<file path="config.mk">
export PLATFORM = sky130hd
export DESIGN_NAME = fieldbus_display_switch_slave
export DESIGN_NICKNAME = d
export VERILOG_FILES = /design/src/inc/fieldbus_slave_pkg.sv /design/src/hdl/fieldbus_display_switch_slave.sv
export VERILOG_INCLUDE_DIRS = /design/src /design/src/inc
export SDC_FILE = /design/constraint.sdc
export NUM_CORES = 1
export LEC_CHECK = 0
export BUFFER_PORTS_ARGS = -buffer_cell sky130_fd_sc_hd__buf_4
export CAP_MARGIN = 20
export CORE_ASPECT_RATIO = 1.5
export CORE_MARGIN = 3
export CORE_UTILIZATION = 60
export CTS_BUF_LIST = sky130_fd_sc_hd__clkbuf_4
export DETAILED_ROUTE_END_ITERATION = 8
export PLACE_DENSITY = 0.83
export RECOVER_POWER = 100
export SLEW_MARGIN = 20
export SYNTH_ARGS = -nofsm -noshare
export SYNTH_HDL_FRONTEND = slang
export SYNTH_SLANG_ARGS = --single-unit
</file>
<file path="constraint.sdc">
create_clock -name mclk -period 12.4 [get_ports mclk]
set_input_delay 2.48 -clock mclk [delete_from_list [all_inputs] [get_ports mclk]]
set_output_delay 2.48 -clock mclk [all_outputs]
set_load 0.1 [all_outputs]
</file>
<file path="src/inc/fieldbus_slave_consts.svh">
/*
  constants of the fieldbus display / switch slave: switch fields,
  configuration codes, diagnosis layout, digit codes, flash timing.
  assumes inclusion by bare name from the package and the bench.
*/
`ifndef FIELDBUS_SLAVE_CONSTS_SVH
`define FIELDBUS_SLAVE_CONSTS_SVH

// configuration switch fields
`define SW_SIGN_BIT       0
`define SW_ADDR_LSB       1
`define SW_ADDR_MSB       6
`define ADDR_MIN          7'h03
`define ADDR_MAX          7'h7E

// configuration bytes per variant
`define CFG_DISPLAY_ONLY  8'hA3
`define CFG_SWITCH_ONLY   8'h93
`define CFG_BOTH          8'hB3

// diagnosis layout
`define DIAG_STD_BYTES    4'h6
`define DIAG_TOTAL_BYTES  4'hB
`define DIAG_LEN_BYTE     8'h05
`define DIAG_STATUS_TYPE  8'h81
`define DIAG_SLOT_INDEX   8'h00
`define DIAG_SPECIFIER    8'h00
`define DIAG_CFG_FAULT    2
`define DIAG_MASTER_NONE  8'hFF
`define ERR_BAD_ADDRESS   8'h01

// display range and digit codes
`define DISP_MAX          32'sd999999
`define DISP_MIN          (-32'sd99999)
`define DIG_BLANK         4'hA
`define DIG_DASH          4'hB
`define DIG_E             4'hC
`define DIG_UNDER         4'hD
`define DP_MAX            8'h05

// led flash half periods and clock rate
`define MCLK_HZ           20000000
`define SLOW_HALF_MS      500
`define FAST_HALF_MS      100
`define BIN_BITS          20

`endif

</file>
<file path="src/inc/fieldbus_slave_pkg.sv">
/*
  types of the fieldbus display / switch slave.
  assumes the constants header sits beside it in inc/.
*/
package fieldbus_slave_pkg;
  `include "fieldbus_slave_consts.svh"

  typedef enum logic [4:0] {
    st_power_on = 5'b0_0001,
    st_wait_prm = 5'b0_0010,
    st_wait_cfg = 5'b0_0100,
    st_data_xch = 5'b0_1000,
    st_fatal    = 5'b1_0000
  } slave_state_type;
endpackage

</file>
<file path="src/hdl/fieldbus_display_switch_slave.sv">
/*
  application logic of a fieldbus slave: state tracking, bit rate
  detection, display of received values through an 8 word fifo, switch
  value return, diagnosis bytes, led state indication on variants without display.
  assumes a telegram engine on mclk that presents decoded services as
  one-cycle pulses and bytes; pins (rxd, switches, key) are asynchronous.
*/
`timescale 1ns/1ps
`default_nettype none

module data_fifo #(
  parameter int WIDTH = 32,
  parameter int DEPTH = 8
) (
  input  wire logic             mclk,
  input  wire logic             srst,
  // fill side
  input  wire logic             in_valid,
  output logic                  in_ready,
  input  wire logic [WIDTH-1:0] in_data,
  // drain side
  output logic                  out_valid,
  input  wire logic             out_ready,
  output logic      [WIDTH-1:0] out_data
);
  localparam int AW = $clog2(DEPTH);
  logic [WIDTH-1:0] mem [DEPTH];
  logic [AW-1:0]    wr_q, wr_d, rd_q, rd_d;
  logic [AW:0]      cnt_q, cnt_d;
  logic             push, pop;

  assign push      = in_valid && in_ready;
  assign pop       = out_valid && out_ready;
  assign in_ready  = cnt_q != (AW+1)'(DEPTH);
  assign out_valid = cnt_q != '0;
  assign out_data  = mem[rd_q];

  always_comb begin
    wr_d  = push ? wr_q + 1'b1 : wr_q;
    rd_d  = pop ? rd_q + 1'b1 : rd_q;
    cnt_d = cnt_q + (AW+1)'(push) - (AW+1)'(pop);
  end

  always_ff @(posedge mclk) begin
    if (push) begin
      mem[wr_q] <= in_data;
    end
    if (srst) begin
      wr_q  <= '0;
      rd_q  <= '0;
      cnt_q <= '0;
    end else begin
      wr_q  <= wr_d;
      rd_q  <= rd_d;
      cnt_q <= cnt_d;
    end
  end
endmodule

// Contract
// - bit rate found from line activity at start-up; 9.6k to 12M.
// - station address from six switch positions, valid 3 to 126.
// - set-slave-address requests are always refused.
// - one switch position selects numeral or sign for top digit.
// - sign variant needs that position on; range -99999 to +99999.
// - address and sign switches sampled once after reset only.
// - parameter message ends in one user byte: decimal point position.
// - diagnosis: six standard bytes then 05, 81, 00, 00, error.
// - data exchange only after parameters and configuration accepted.
// - input and output values are signed 32-bit.
// - received values shown on display at once.
// - values outside -99999..999999 show dashes.
// - enter key latches switch value for the next exchange.
// - six bcd decades, range 0 to 999999.
// - display shows blanks, waiting dashes, data, or error with code.
// - led off, slow flash, on, fast flash per state; always off on display variants.
// - fatal error holds until power cycle.
module fieldbus_display_switch_slave
  import fieldbus_slave_pkg::*;
#(
  parameter bit      HAS_DISPLAY  = 1'b1,
  parameter bit      HAS_SWITCHES = 1'b1,
  parameter logic [7:0] IDENT_HI  = 8'h12, // arbitrary value
  parameter logic [7:0] IDENT_LO  = 8'h34, // arbitrary value
  parameter int      SLOW_CYC = `MCLK_HZ / 1000 * `SLOW_HALF_MS,
  parameter int      FAST_CYC = `MCLK_HZ / 1000 * `FAST_HALF_MS
) (
  input  wire logic        mclk,
  input  wire logic        srst,
  // pins
  input  wire logic        rxd_pin,
  input  wire logic [6:0]  dil_pin,
  input  wire logic [23:0] thumb_pin,
  input  wire logic        enter_pin,
  // services from the telegram engine
  input  wire logic        prm_valid,
  input  wire logic [7:0]  prm_user,
  input  wire logic        cfg_valid,
  input  wire logic [7:0]  cfg_byte,
  input  wire logic        set_addr_req,
  input  wire logic        fatal_req,
  input  wire logic [7:0]  fatal_code,
  input  wire logic        dout_valid,
  output logic             dout_ready,
  input  wire logic [31:0] dout_data,
  input  wire logic [3:0]  diag_index,
  // to the telegram engine
  output logic [15:0]      bit_time,
  output logic [6:0]       station_addr,
  output logic             set_addr_nak,
  output logic             xch_enable,
  output logic [31:0]      din_data,
  output logic [7:0]       diag_byte,
  // front panel
  output logic [23:0]      disp_digits,
  output logic [2:0]       disp_point,
  output logic             led_on
);
  localparam logic [7:0] CFG_OK = (HAS_DISPLAY && HAS_SWITCHES) ?
    `CFG_BOTH : (HAS_DISPLAY ? `CFG_DISPLAY_ONLY : `CFG_SWITCH_ONLY);

  // two-stage synchronisers for every pin
  logic [32:0] pin_m_q, pin_s_q;
  always_ff @(posedge mclk) begin
    pin_m_q <= {rxd_pin, enter_pin, dil_pin, thumb_pin};
    pin_s_q <= pin_m_q;
  end
  logic        rxd_s, enter_s;
  logic [6:0]  dil_s;
  logic [23:0] thumb_s;
  assign {rxd_s, enter_s, dil_s, thumb_s} = pin_s_q;

  // main state, switches, bit rate, diagnosis
  slave_state_type st_q, st_d;
  logic [6:0]  addr_q, addr_d;
  logic        sign_q, sign_d, cfg_flt_q, cfg_flt_d, nak_q, nak_d;
  logic [7:0]  err_q, err_d, diag_q, diag_d;
  logic [2:0]  dp_q, dp_d;
  logic [15:0] run_q, run_d, bt_q, bt_d;
  logic        rxd_d1_q;
  logic        enter_d1_q;
  logic [31:0] din_q, din_d, sw_val;
  logic [19:0] sw_mag;

  // bcd to binary; with the sign option the top decade is only a sign
  always_comb begin
    sw_mag = '0;
    for (int i = 5; i >= 0; i--) begin
      if (i < 5 || !sign_q) begin
        sw_mag = 20'(sw_mag * 20'd10) + 20'(thumb_s[4*i +: 4]);
      end
    end
    sw_val = (sign_q && thumb_s[23:20] != 4'h0) ?
      -$signed({12'h000, sw_mag}) : $signed({12'h000, sw_mag});
  end

  always_comb begin
    st_d      = st_q;
    addr_d    = addr_q;
    sign_d    = sign_q;
    cfg_flt_d = cfg_flt_q;
    err_d     = err_q;
    dp_d      = dp_q;
    nak_d     = set_addr_req;
    din_d     = din_q;
    bt_d      = bt_q;
    run_d     = (rxd_s == rxd_d1_q && run_q != 16'hFFFF) ? run_q + 16'h0001
                                                         : 16'h0001;
    // shortest level run while starting up gives one bit time
    if (rxd_s != rxd_d1_q && run_q < bt_q &&
        (st_q == st_wait_prm || st_q == st_wait_cfg)) begin
      bt_d = run_q;
    end
    if (HAS_SWITCHES && enter_s && !enter_d1_q) begin
      din_d = sw_val;
    end
    case (st_q)
      st_power_on: begin
        addr_d = dil_s[`SW_ADDR_MSB:`SW_ADDR_LSB];
        sign_d = dil_s[`SW_SIGN_BIT];
        if (dil_s[`SW_ADDR_MSB:`SW_ADDR_LSB] < `ADDR_MIN ||
            dil_s[`SW_ADDR_MSB:`SW_ADDR_LSB] > `ADDR_MAX) begin
          err_d = `ERR_BAD_ADDRESS;
          st_d  = st_fatal;
        end else begin
          st_d = st_wait_prm;
        end
      end
      st_wait_prm: begin
        if (prm_valid && prm_user <= `DP_MAX) begin
          dp_d = prm_user[2:0];
          st_d = st_wait_cfg;
        end
      end
      st_wait_cfg: begin
        if (cfg_valid) begin
          cfg_flt_d = cfg_byte != CFG_OK;
          st_d      = (cfg_byte == CFG_OK) ? st_data_xch : st_wait_cfg;
        end else if (prm_valid && prm_user <= `DP_MAX) begin
          dp_d = prm_user[2:0];
        end
      end
      st_data_xch: begin
        if (prm_valid) begin
          st_d = st_wait_prm;
        end
      end
      st_fatal: st_d = st_fatal;
      default:  st_d = st_fatal;
    endcase
    if (fatal_req && st_q != st_fatal) begin
      st_d  = st_fatal;
      err_d = fatal_code;
    end
    case (diag_index)
      4'h0:    diag_d = {5'b0_0000, cfg_flt_q, 2'b00};
      4'h1:    diag_d = {6'b00_0000, st_q != st_data_xch, 1'b0};
      4'h2:    diag_d = 8'h00;
      4'h3:    diag_d = `DIAG_MASTER_NONE;
      4'h4:    diag_d = IDENT_HI;
      4'h5:    diag_d = IDENT_LO;
      4'h6:    diag_d = `DIAG_LEN_BYTE;
      4'h7:    diag_d = `DIAG_STATUS_TYPE;
      4'h8:    diag_d = `DIAG_SLOT_INDEX;
      4'h9:    diag_d = `DIAG_SPECIFIER;
      4'hA:    diag_d = err_q;
      default: diag_d = 8'h00;
    endcase
  end

  always_ff @(posedge mclk) begin
    if (srst) begin
      st_q       <= st_power_on;
      addr_q     <= 7'h00;
      sign_q     <= 1'b0;
      cfg_flt_q  <= 1'b0;
      err_q      <= 8'h00;
      dp_q       <= 3'h0;
      nak_q      <= 1'b0;
      din_q      <= 32'h0000_0000;
      bt_q       <= 16'hFFFF;
      run_q      <= 16'h0001;
      diag_q     <= 8'h00;
      rxd_d1_q   <= 1'b1;
      enter_d1_q <= 1'b1;
    end else begin
      st_q       <= st_d;
      addr_q     <= addr_d;
      sign_q     <= sign_d;
      cfg_flt_q  <= cfg_flt_d;
      err_q      <= err_d;
      dp_q       <= dp_d;
      nak_q      <= nak_d;
      din_q      <= din_d;
      bt_q       <= bt_d;
      run_q      <= run_d;
      diag_q     <= diag_d;
      rxd_d1_q   <= rxd_s;
      enter_d1_q <= enter_s;
    end
  end

  // received values queue up so a burst of up to 8 need not wait on conversion
  logic        fifo_valid, fifo_ready, fifo_in_ready;
  logic [31:0] fifo_data;
  data_fifo #(.WIDTH(32), .DEPTH(8)) u_fifo (
    .mclk      (mclk),
    .srst      (srst),
    .in_valid  (dout_valid && dout_ready && st_q == st_data_xch),
    .in_ready  (fifo_in_ready),
    .in_data   (dout_data),
    .out_valid (fifo_valid),
    .out_ready (fifo_ready),
    .out_data  (fifo_data)
  );

  // shift-add-3 conversion, 20 cycles per value
  logic        busy_q, busy_d, neg_q, neg_d;
  logic [4:0]  cnt_q, cnt_d;
  logic [19:0] bin_q, bin_d;
  logic [23:0] bcd_q, bcd_d, shown_q, shown_d, adj;
  logic [31:0] mag;

  assign fifo_ready = !busy_q;
  assign mag        = $signed(fifo_data) < 0 ? -fifo_data : fifo_data;

  always_comb begin
    busy_d  = busy_q;
    neg_d   = neg_q;
    cnt_d   = cnt_q;
    bin_d   = bin_q;
    bcd_d   = bcd_q;
    shown_d = shown_q;
    for (int i = 0; i < 6; i++) begin
      adj[4*i +: 4] = (bcd_q[4*i +: 4] > 4'h4) ? bcd_q[4*i +: 4] + 4'h3
                                               : bcd_q[4*i +: 4];
    end
    if (busy_q) begin
      {bcd_d, bin_d} = {adj[22:0], bin_q, 1'b0};
      cnt_d = cnt_q - 5'd1;
      if (cnt_q == 5'd1) begin
        busy_d  = 1'b0;
        shown_d = neg_q ? {`DIG_DASH, bcd_d[19:0]} : bcd_d;
      end
    end else if (fifo_valid) begin
      if ($signed(fifo_data) > `DISP_MAX ||
          $signed(fifo_data) < `DISP_MIN) begin
        shown_d = {6{`DIG_DASH}};
      end else begin
        busy_d = 1'b1;
        neg_d  = fifo_data[31];
        bin_d  = mag[19:0];
        bcd_d  = '0;
        cnt_d  = 5'(`BIN_BITS);
      end
    end
  end

  always_ff @(posedge mclk) begin
    if (srst) begin
      busy_q  <= 1'b0;
      neg_q   <= 1'b0;
      cnt_q   <= 5'd0;
      bin_q   <= '0;
      bcd_q   <= '0;
      shown_q <= {6{`DIG_BLANK}};
    end else begin
      busy_q  <= busy_d;
      neg_q   <= neg_d;
      cnt_q   <= cnt_d;
      bin_q   <= bin_d;
      bcd_q   <= bcd_d;
      shown_q <= shown_d;
    end
  end

  // panel: flash enables from one divider each
  logic [23:0] slow_q, slow_d, fast_q, fast_d;
  logic        slow_ph_q, slow_ph_d, fast_ph_q, fast_ph_d, led_d;
  logic [23:0] disp_d;
  always_comb begin
    slow_d    = (slow_q >= 24'(SLOW_CYC - 1)) ? 24'd0 : slow_q + 24'd1;
    fast_d    = (fast_q >= 24'(FAST_CYC - 1)) ? 24'd0 : fast_q + 24'd1;
    slow_ph_d = (slow_d == 24'd0) ? !slow_ph_q : slow_ph_q;
    fast_ph_d = (fast_d == 24'd0) ? !fast_ph_q : fast_ph_q;
    case (st_q)
      st_power_on: begin
        disp_d = {6{`DIG_BLANK}};
        led_d  = 1'b0;
      end
      st_wait_prm, st_wait_cfg: begin
        disp_d = {6{`DIG_DASH}};
        led_d  = slow_ph_q;
      end
      st_data_xch: begin
        disp_d = shown_q;
        led_d  = 1'b1;
      end
      st_fatal: begin
        disp_d = {`DIG_UNDER, `DIG_E, 4'h0, err_q, `DIG_UNDER};
        led_d  = fast_ph_q;
      end
      default: begin
        disp_d = {6{`DIG_BLANK}};
        led_d  = 1'b0;
      end
    endcase
    if (!HAS_DISPLAY) begin
      disp_d = {6{`DIG_BLANK}};
    end
  end

  always_ff @(posedge mclk) begin
    if (srst) begin
      slow_q      <= 24'd0;
      fast_q      <= 24'd0;
      slow_ph_q   <= 1'b0;
      fast_ph_q   <= 1'b0;
      disp_digits <= {6{`DIG_BLANK}};
      led_on      <= 1'b0;
      dout_ready  <= 1'b0;
    end else begin
      slow_q      <= slow_d;
      fast_q      <= fast_d;
      slow_ph_q   <= slow_ph_d;
      fast_ph_q   <= fast_ph_d;
      disp_digits <= disp_d;
      led_on      <= led_d && !HAS_DISPLAY;
      // registered ready lags a cycle, so drop it for the cycle after each take
      dout_ready  <= fifo_in_ready && !(dout_valid && dout_ready);
    end
  end

  assign bit_time     = bt_q;
  assign station_addr = addr_q;
  assign set_addr_nak = nak_q;
  assign xch_enable   = st_q[3];
  assign din_data     = din_q;
  assign diag_byte    = diag_q;
  assign disp_point   = dp_q;
endmodule

`default_nettype wire

</file>
[Word level (Yosys, flattened, before mapping)]
Memories as Yosys holds them, arrays and structs flattened. A register that Yosys moved wholly into a read port is not among the register bits.
Cells that the tools add are included.
Storage, ports and cells
  flip-flop bits (word level): 275
  RAM bits: 256
  input bits: 100
  logic and storage cells: 184
  memories kept: 1
Cells by class
  add/subtract/negate cells: 19
  multipliers: 5
  order comparisons: 13
  equal/unequal tests: 30
  mux-type cells: 46
  bitwise logic cells: 3
  reductions and logical operators: 39
Memory list
  u_fifo.mem: depth 8, bits a word 32, read ports 1, clocked after memory_dff 1, wr ports 1, line fieldbus_display_switch_slave.sv:27  | logic [WIDTH-1:0] mem [DEPTH];
Operators by type and width (number)
  $mux 24: 8
  $add 20x4->20: 5
  $mul 20x3->19 const B: 5
  $mux 20: 4
  $pmux 24 s3: 1
  $pmux 8 s8: 1
  $mux 5: 8
  $gt 32x21->1 const B: 1
  $lt 32x1->1 const B: 1
  $lt 32x18->1 const B: 1
  $mux 32: 1
  $neg 20->32: 1
  $mux 4: 7
  $gt 4x3->1 const B: 6
  $mux 8: 3
  $add 4x2->4 const B: 5
  $neg 20->20: 1
  $pmux 5 s4: 1
  $add 16x1->16 const B: 1
  $eq 4x3->1 const B: 4
  $lt 16x16->1: 1
  $ne 16x16->1 const B: 1
  $mux 3: 5
  $logic_and 1x1->1: 12
  39 further kinds: 71

[Logic depth before layout (Yosys ltp)]
  word-level depth: 13
  depth in mapped cells: 47
  mapped depth without buffers: 47

[Cells and area by module]
A second synthesis with hierarchy kept.
Second synthesis, totals
  cell total of the unflattened synthesis: 2228
  area total of the unflattened synthesis: 25774.7 um^2
Modules (own cells, without submodules)
  fieldbus_display_switch_slave: instances 1, cells each 1778, area an instance 15275.9 um^2, sequential area each 5305.1 um^2
  data_fifo: instances 1, cells each 450, area an instance 10498.8 um^2, sequential area each 7947.6 um^2

[Least setup slack after synthesis]
Ideal clock, no wire load.
  path kind: flip-flop to flip-flop
  start point: reg sign_q
  end point: reg din_q[19] (netlist: din_data[19])
  setup time: 78 ps
  arrival: 9653 ps
  data required time: 12322 ps
  setup slack: 2668 ps
  stages on the path, launching flop included: 45
  path buffers: 0
  cells stage by stage: dfxtp_1 > nor2b_1 > ha_1 > ha_1 > inv_1 > fa_1 > nand2b_1 > nor2_1 > xnor2_1 > ha_1 > ha_1 > inv_1 > o21bai_1 > a21oi_1 > xnor2_1 > inv_1 > nor3_1 > xor2_1 > [... 9 more ...] > ha_1 > and2_1 > a311oi_1 > xnor2_1 > nand2_1 > or2_2 > xor2_1 > ha_1 > ha_1 > nand2b_1 > o22ai_1 > a211oi_1 > or2_1 > nor3_1 > xor2_1 > xnor3_1 > and3_1 > nor3_1
On the way
  longest elaborated chain between the ends: 13
RTL lines
  start, declared: line fieldbus_display_switch_slave.sv:136  | logic sign_q, sign_d, cfg_flt_q, cfg_flt_d, nak_q, nak_d;
  start signal, assigned: line fieldbus_display_switch_slave.sv:249  | sign_q <= sign_d;
  $mux 4: line fieldbus_display_switch_slave.sv:149  | if (i < 5 || !sign_q) begin
  $mul 20x3->19: line fieldbus_display_switch_slave.sv:150  | sw_mag = 20'(sw_mag * 20'd10) + 20'(thumb_s[4*i +: 4]);
  $add 20x4->20: line fieldbus_display_switch_slave.sv:150
  $mul 20x3->19: line fieldbus_display_switch_slave.sv:150
  $add 20x4->20: line fieldbus_display_switch_slave.sv:150
  $mul 20x3->19: line fieldbus_display_switch_slave.sv:150
  $add 20x4->20: line fieldbus_display_switch_slave.sv:150
  $mul 20x3->19: line fieldbus_display_switch_slave.sv:150
  $add 20x4->20: line fieldbus_display_switch_slave.sv:150
  $mul 20x3->19: line fieldbus_display_switch_slave.sv:150
  $add 20x4->20: line fieldbus_display_switch_slave.sv:150
  $neg 20->32: line fieldbus_display_switch_slave.sv:154  | -$signed({12'h000, sw_mag}) : $signed({12'h000, sw_mag});
  $mux 32 *: line fieldbus_display_switch_slave.sv:153  | sw_val = (sign_q && thumb_s[23:20] != 4'h0) ?
  end signal, assigned: line fieldbus_display_switch_slave.sv:254  | din_q <= din_d;
  end, declared: line fieldbus_display_switch_slave.sv:142  | logic [31:0] din_q, din_d, sw_val;
Mark *: on every way between the ends. The rest lies on a longest branch, timed or not.
A chain may end at the register's enable or synchronous reset.

[Final worst setup path]
  start point: reg sign_q
  end point: reg din_q[28] (netlist: din_data[28])
Same word-level chain as after synthesis.

==> out/qor.csv <==
metric;value;unit
first-pass GRT wire length;91800;um
starting density of the core;61.3;%
site row count;91;
CTS buffer count;117;
Async SR Flop Fraction;0;%
Final Cycle Share;90.8;%
slowest cell on the critical path;a221oi_1;
# nets final;2720;
Synth Flop Type;dfxtp_1;
Slew HR;-151;%
post-CTS setup buffer count;0;
unrepaired setup endpoints after global routing;false;
share of post-route cells with drive strength above 1;14.2;%
number of global-route vias before repair;18600;
number of gates resized after cts;0;
WL/cell;18.3;um
largest net degree at the start of global routing;81;
total I/O pin count;194;
Avg Vias per Cell;5.91;
Synth area leaders;edfxtp_1 (30%), dfxtp_1 (22%), ha_1 (7.4%), mux4_2 (5.7%), xnor2_1 (3.1%);
failing checks;capacitance limit, slew limit;
Max FO, Critical Path;8;
Tmin final;11.25;ns
CTS Buffer Depth;3;
most used cell, CP;ha_1;
status;complete, but fails checks;
initial antenna violation count;4;
slowest stage delay, CP;0.48;ns
CTS tree;yes;
maxcap violations;13;
final setup fails;0;
Tot GR Track Use;25.1;%
Mapped Area;25400;um2
Critical Path Start Type;flip-flop;
Die ar.;44900;um2
clk_lat worst skew;0.85;ns
drt first pass iters;6;
Slew Viols, Final;527;
clk_skew;0.0804;ns
DP HPWL;39700;um
Port Buffers;191;
drt first-iter violations;1114;
Seq/Total Area, Yosys;52.1;%
H-tree levels;3;
Avg Cell Area, Syn;11.5;um2
Final Cell Area;28300;um2
Syn-to-layout area delta;11.1;%
Gate Count Post-Synth;2207;
Synth area leader;edfxtp_1;
Synth Warn #;0;
Critical Path RT;13.12;ns
Routability Congestion;0.886;
hold_buf cts;0;
Yosys reg bits;534;
Fin. Hold Viols;0;
Core ar.;41400;um2
Worst Path Arrival;11.97;ns
Die H;258;um
gr ovfl total;0;
Routed Wire Length;57000;um
Clock transition at path regs;0.06;ns
Post-synth EDFFs;256;
Max Clock Freq;88.9;MHz
clock sink total;534;
Worst Tran Pin Value;3.77;ns
Routed Antenna Nets;0;
fillcell total;3229;
via count;18400;
CP endpoint kind;flip-flop;
top-area cell type share of the netlist area;30.2;%
DRC;0;
Post-DP Area;27400;um2
Min-Delay Path Class;flip-flop to flip-flop;
Root Buffer;clkbuf_4;
CP Class;flip-flop to flip-flop;
setup_tns;0;ns
synth unique cells;97;
Die Wd;174;um
[registers in the layout, indices dropped and copies added, names as in the netlist, 4 cells and up, named ones only]
register / count
bit_time: 16
pin_m_q: 33
shown_q: 24
u_fifo.mem: 256
bcd_q: 24
station_addr: 6
pin_s_q: 33
din_data: 32
st_q: 5
err_q: 8
run_q: 16
bin_q: 20
cnt_q: 5
u_fifo.cnt_q: 4
disp_digits: 24
diag_byte: 8
[worst max-delay path, delay by kind of cell, from the launching register on]
family | cells | cell delay (ns)
xor+xnor | 8 | 2.00
fa+ha+maj | 11 | 3.49
simple gates | 8 | 1.65
mux | 1 | 0.27
buf+inv | 3 | 0.22
compound gates | 13 | 3.13
flops | 1 | 0.39
[path summary, 6_finish.rpt]
kind | to | startpoint | depth (start not counted) | slack [ns]
worst max-delay path | din_data[28] | sign_q | 44 | 1.15
worst min-delay path | pin_s_q[31] | pin_m_q[31] | 0 | 0.26
worst max register to register | din_data[28] | sign_q | 44 | 1.15
worst min register to register | pin_s_q[31] | pin_m_q[31] | 0 | 0.26
[stage by stage]
step / instances / utilization [%] / worst slack, ns / hold WS, ns
finish: 3107 / 68.2 / 1.15 / 0.258
global route: 3107 / 68.2 / 0.146 / 0.252
CTS: 3103 / 69.5 / 1.32 / 0.244
detailed placement: 2898 / 66.1 / 1.40 / 0.312
global placement: 2897 / 66.1 / 2.04 / 0.312
floorplan: 2209 / - / 2.67 / 0.310
[synth_stat cells, types with 6 or more instances]
library cell	count
nor3_1	60
buf_6	6
a21oi_1	157
o21bai_1	7
clkbuf_1	49
xnor2_1	90
o21a_1	19
dfxtp_1	278
nand3_1	51
ha_1	150
buf_1	11
mux4_2	64
o311ai_0	17
a31oi_1	16
a221o_1	6
edfxtp_1	256
a21o_1	40
o21ai_1	6
or3_1	11
and3_1	13
nor3b_1	21
a211oi_1	19
inv_1	102
nand2_1	133
nand3b_1	10
nand2b_1	24
o21ai_0	83
a221oi_1	7
o2111ai_1	8
xor2_1	60
buf_2	11
mux2_2	10
and2_1	10
fa_1	11
nand4_1	13
nor2_1	175
mux2i_1	42
nor4_1	11
nor2b_1	25
a22oi_1	14
[metal layers]
layer | track usage [%] | up-vias | part of all wire (%)
met5 | 0 | - | 0
met4 | 12.7 | 0 | 3.9
met3 | 4.75 | 141 | 6.0
met2 | 46.7 | 623 | 53
met1 | 26.9 | 8878 | 37
li1 | - | 8735 | -
[cells in the final DEF (no fill, tap or decap), drive strengths merged, types with 7 or more instances in the layout]
cell type | synthesis | layout
fa | 11 | 11
nand3 | 51 | 51
o21ai | 90 | 90
o2111ai | 8 | 8
clkbuf | 49 | 339
a221oi | 8 | 8
a21o | 40 | 40
inv | 103 | 109
xnor2 | 90 | 90
a31oi | 16 | 16
mux4 | 64 | 64
xor2 | 60 | 60
nor2b | 25 | 25
or2 | 7 | 7
nand2 | 134 | 134
o311ai | 20 | 20
a21oi | 161 | 161
nand4 | 14 | 14
mux2i | 42 | 42
edfxtp | 256 | 256
dfxtp | 278 | 278
ha | 150 | 150
a211oi | 23 | 23
a22oi | 14 | 14
nor3b | 23 | 23
nor2 | 177 | 177
nor4 | 12 | 12
nor3 | 60 | 60
nand2b | 24 | 24
nand3b | 10 | 10
clkinv | 1 | 32
o21a | 19 | 19
or3 | 11 | 11
o21bai | 7 | 7
and3 | 13 | 13
mux2 | 10 | 10
and2 | 10 | 10
buf | 32 | 41
[cell families (layout without fill, tap and decap cells)]
kind of cell | after synthesis | after routing | share of synthesized area, %
AOI/OAI and AO/OA | 464 | 464 | 11.9
xor gates and xnor gates | 151 | 151 | 5.26
adders and majority gates | 161 | 161 | 8.25
buffers and inverters | 185 | 521 | 3.07
DFF | 534 | 534 | 52.1
muxes | 116 | 116 | 7.77
other | 1 | 7 | 0.0147
and+or+nand+nor | 595 | 595 | 11.6
[final cells by class]
cell class | count | area (um2) | share of cell area [%]
Timing Repair Buffer | 212 | 1060 | 3.75
Antenna cell | 4 | 10.0 | 0.0354
Multi-Input combinational cell | 1490 | 11400 | 40.4
Inverter | 104 | 390 | 1.38
Clock buffer | 168 | 1260 | 4.46
Tap cell | 558 | 698 | 2.47
Sequential cell | 534 | 13300 | 46.9
Clock inverter | 37 | 165 | 0.585
Power is not shown: default switching activity piles up to over one toggle a cycle in this logic, so the estimate is an artifact.
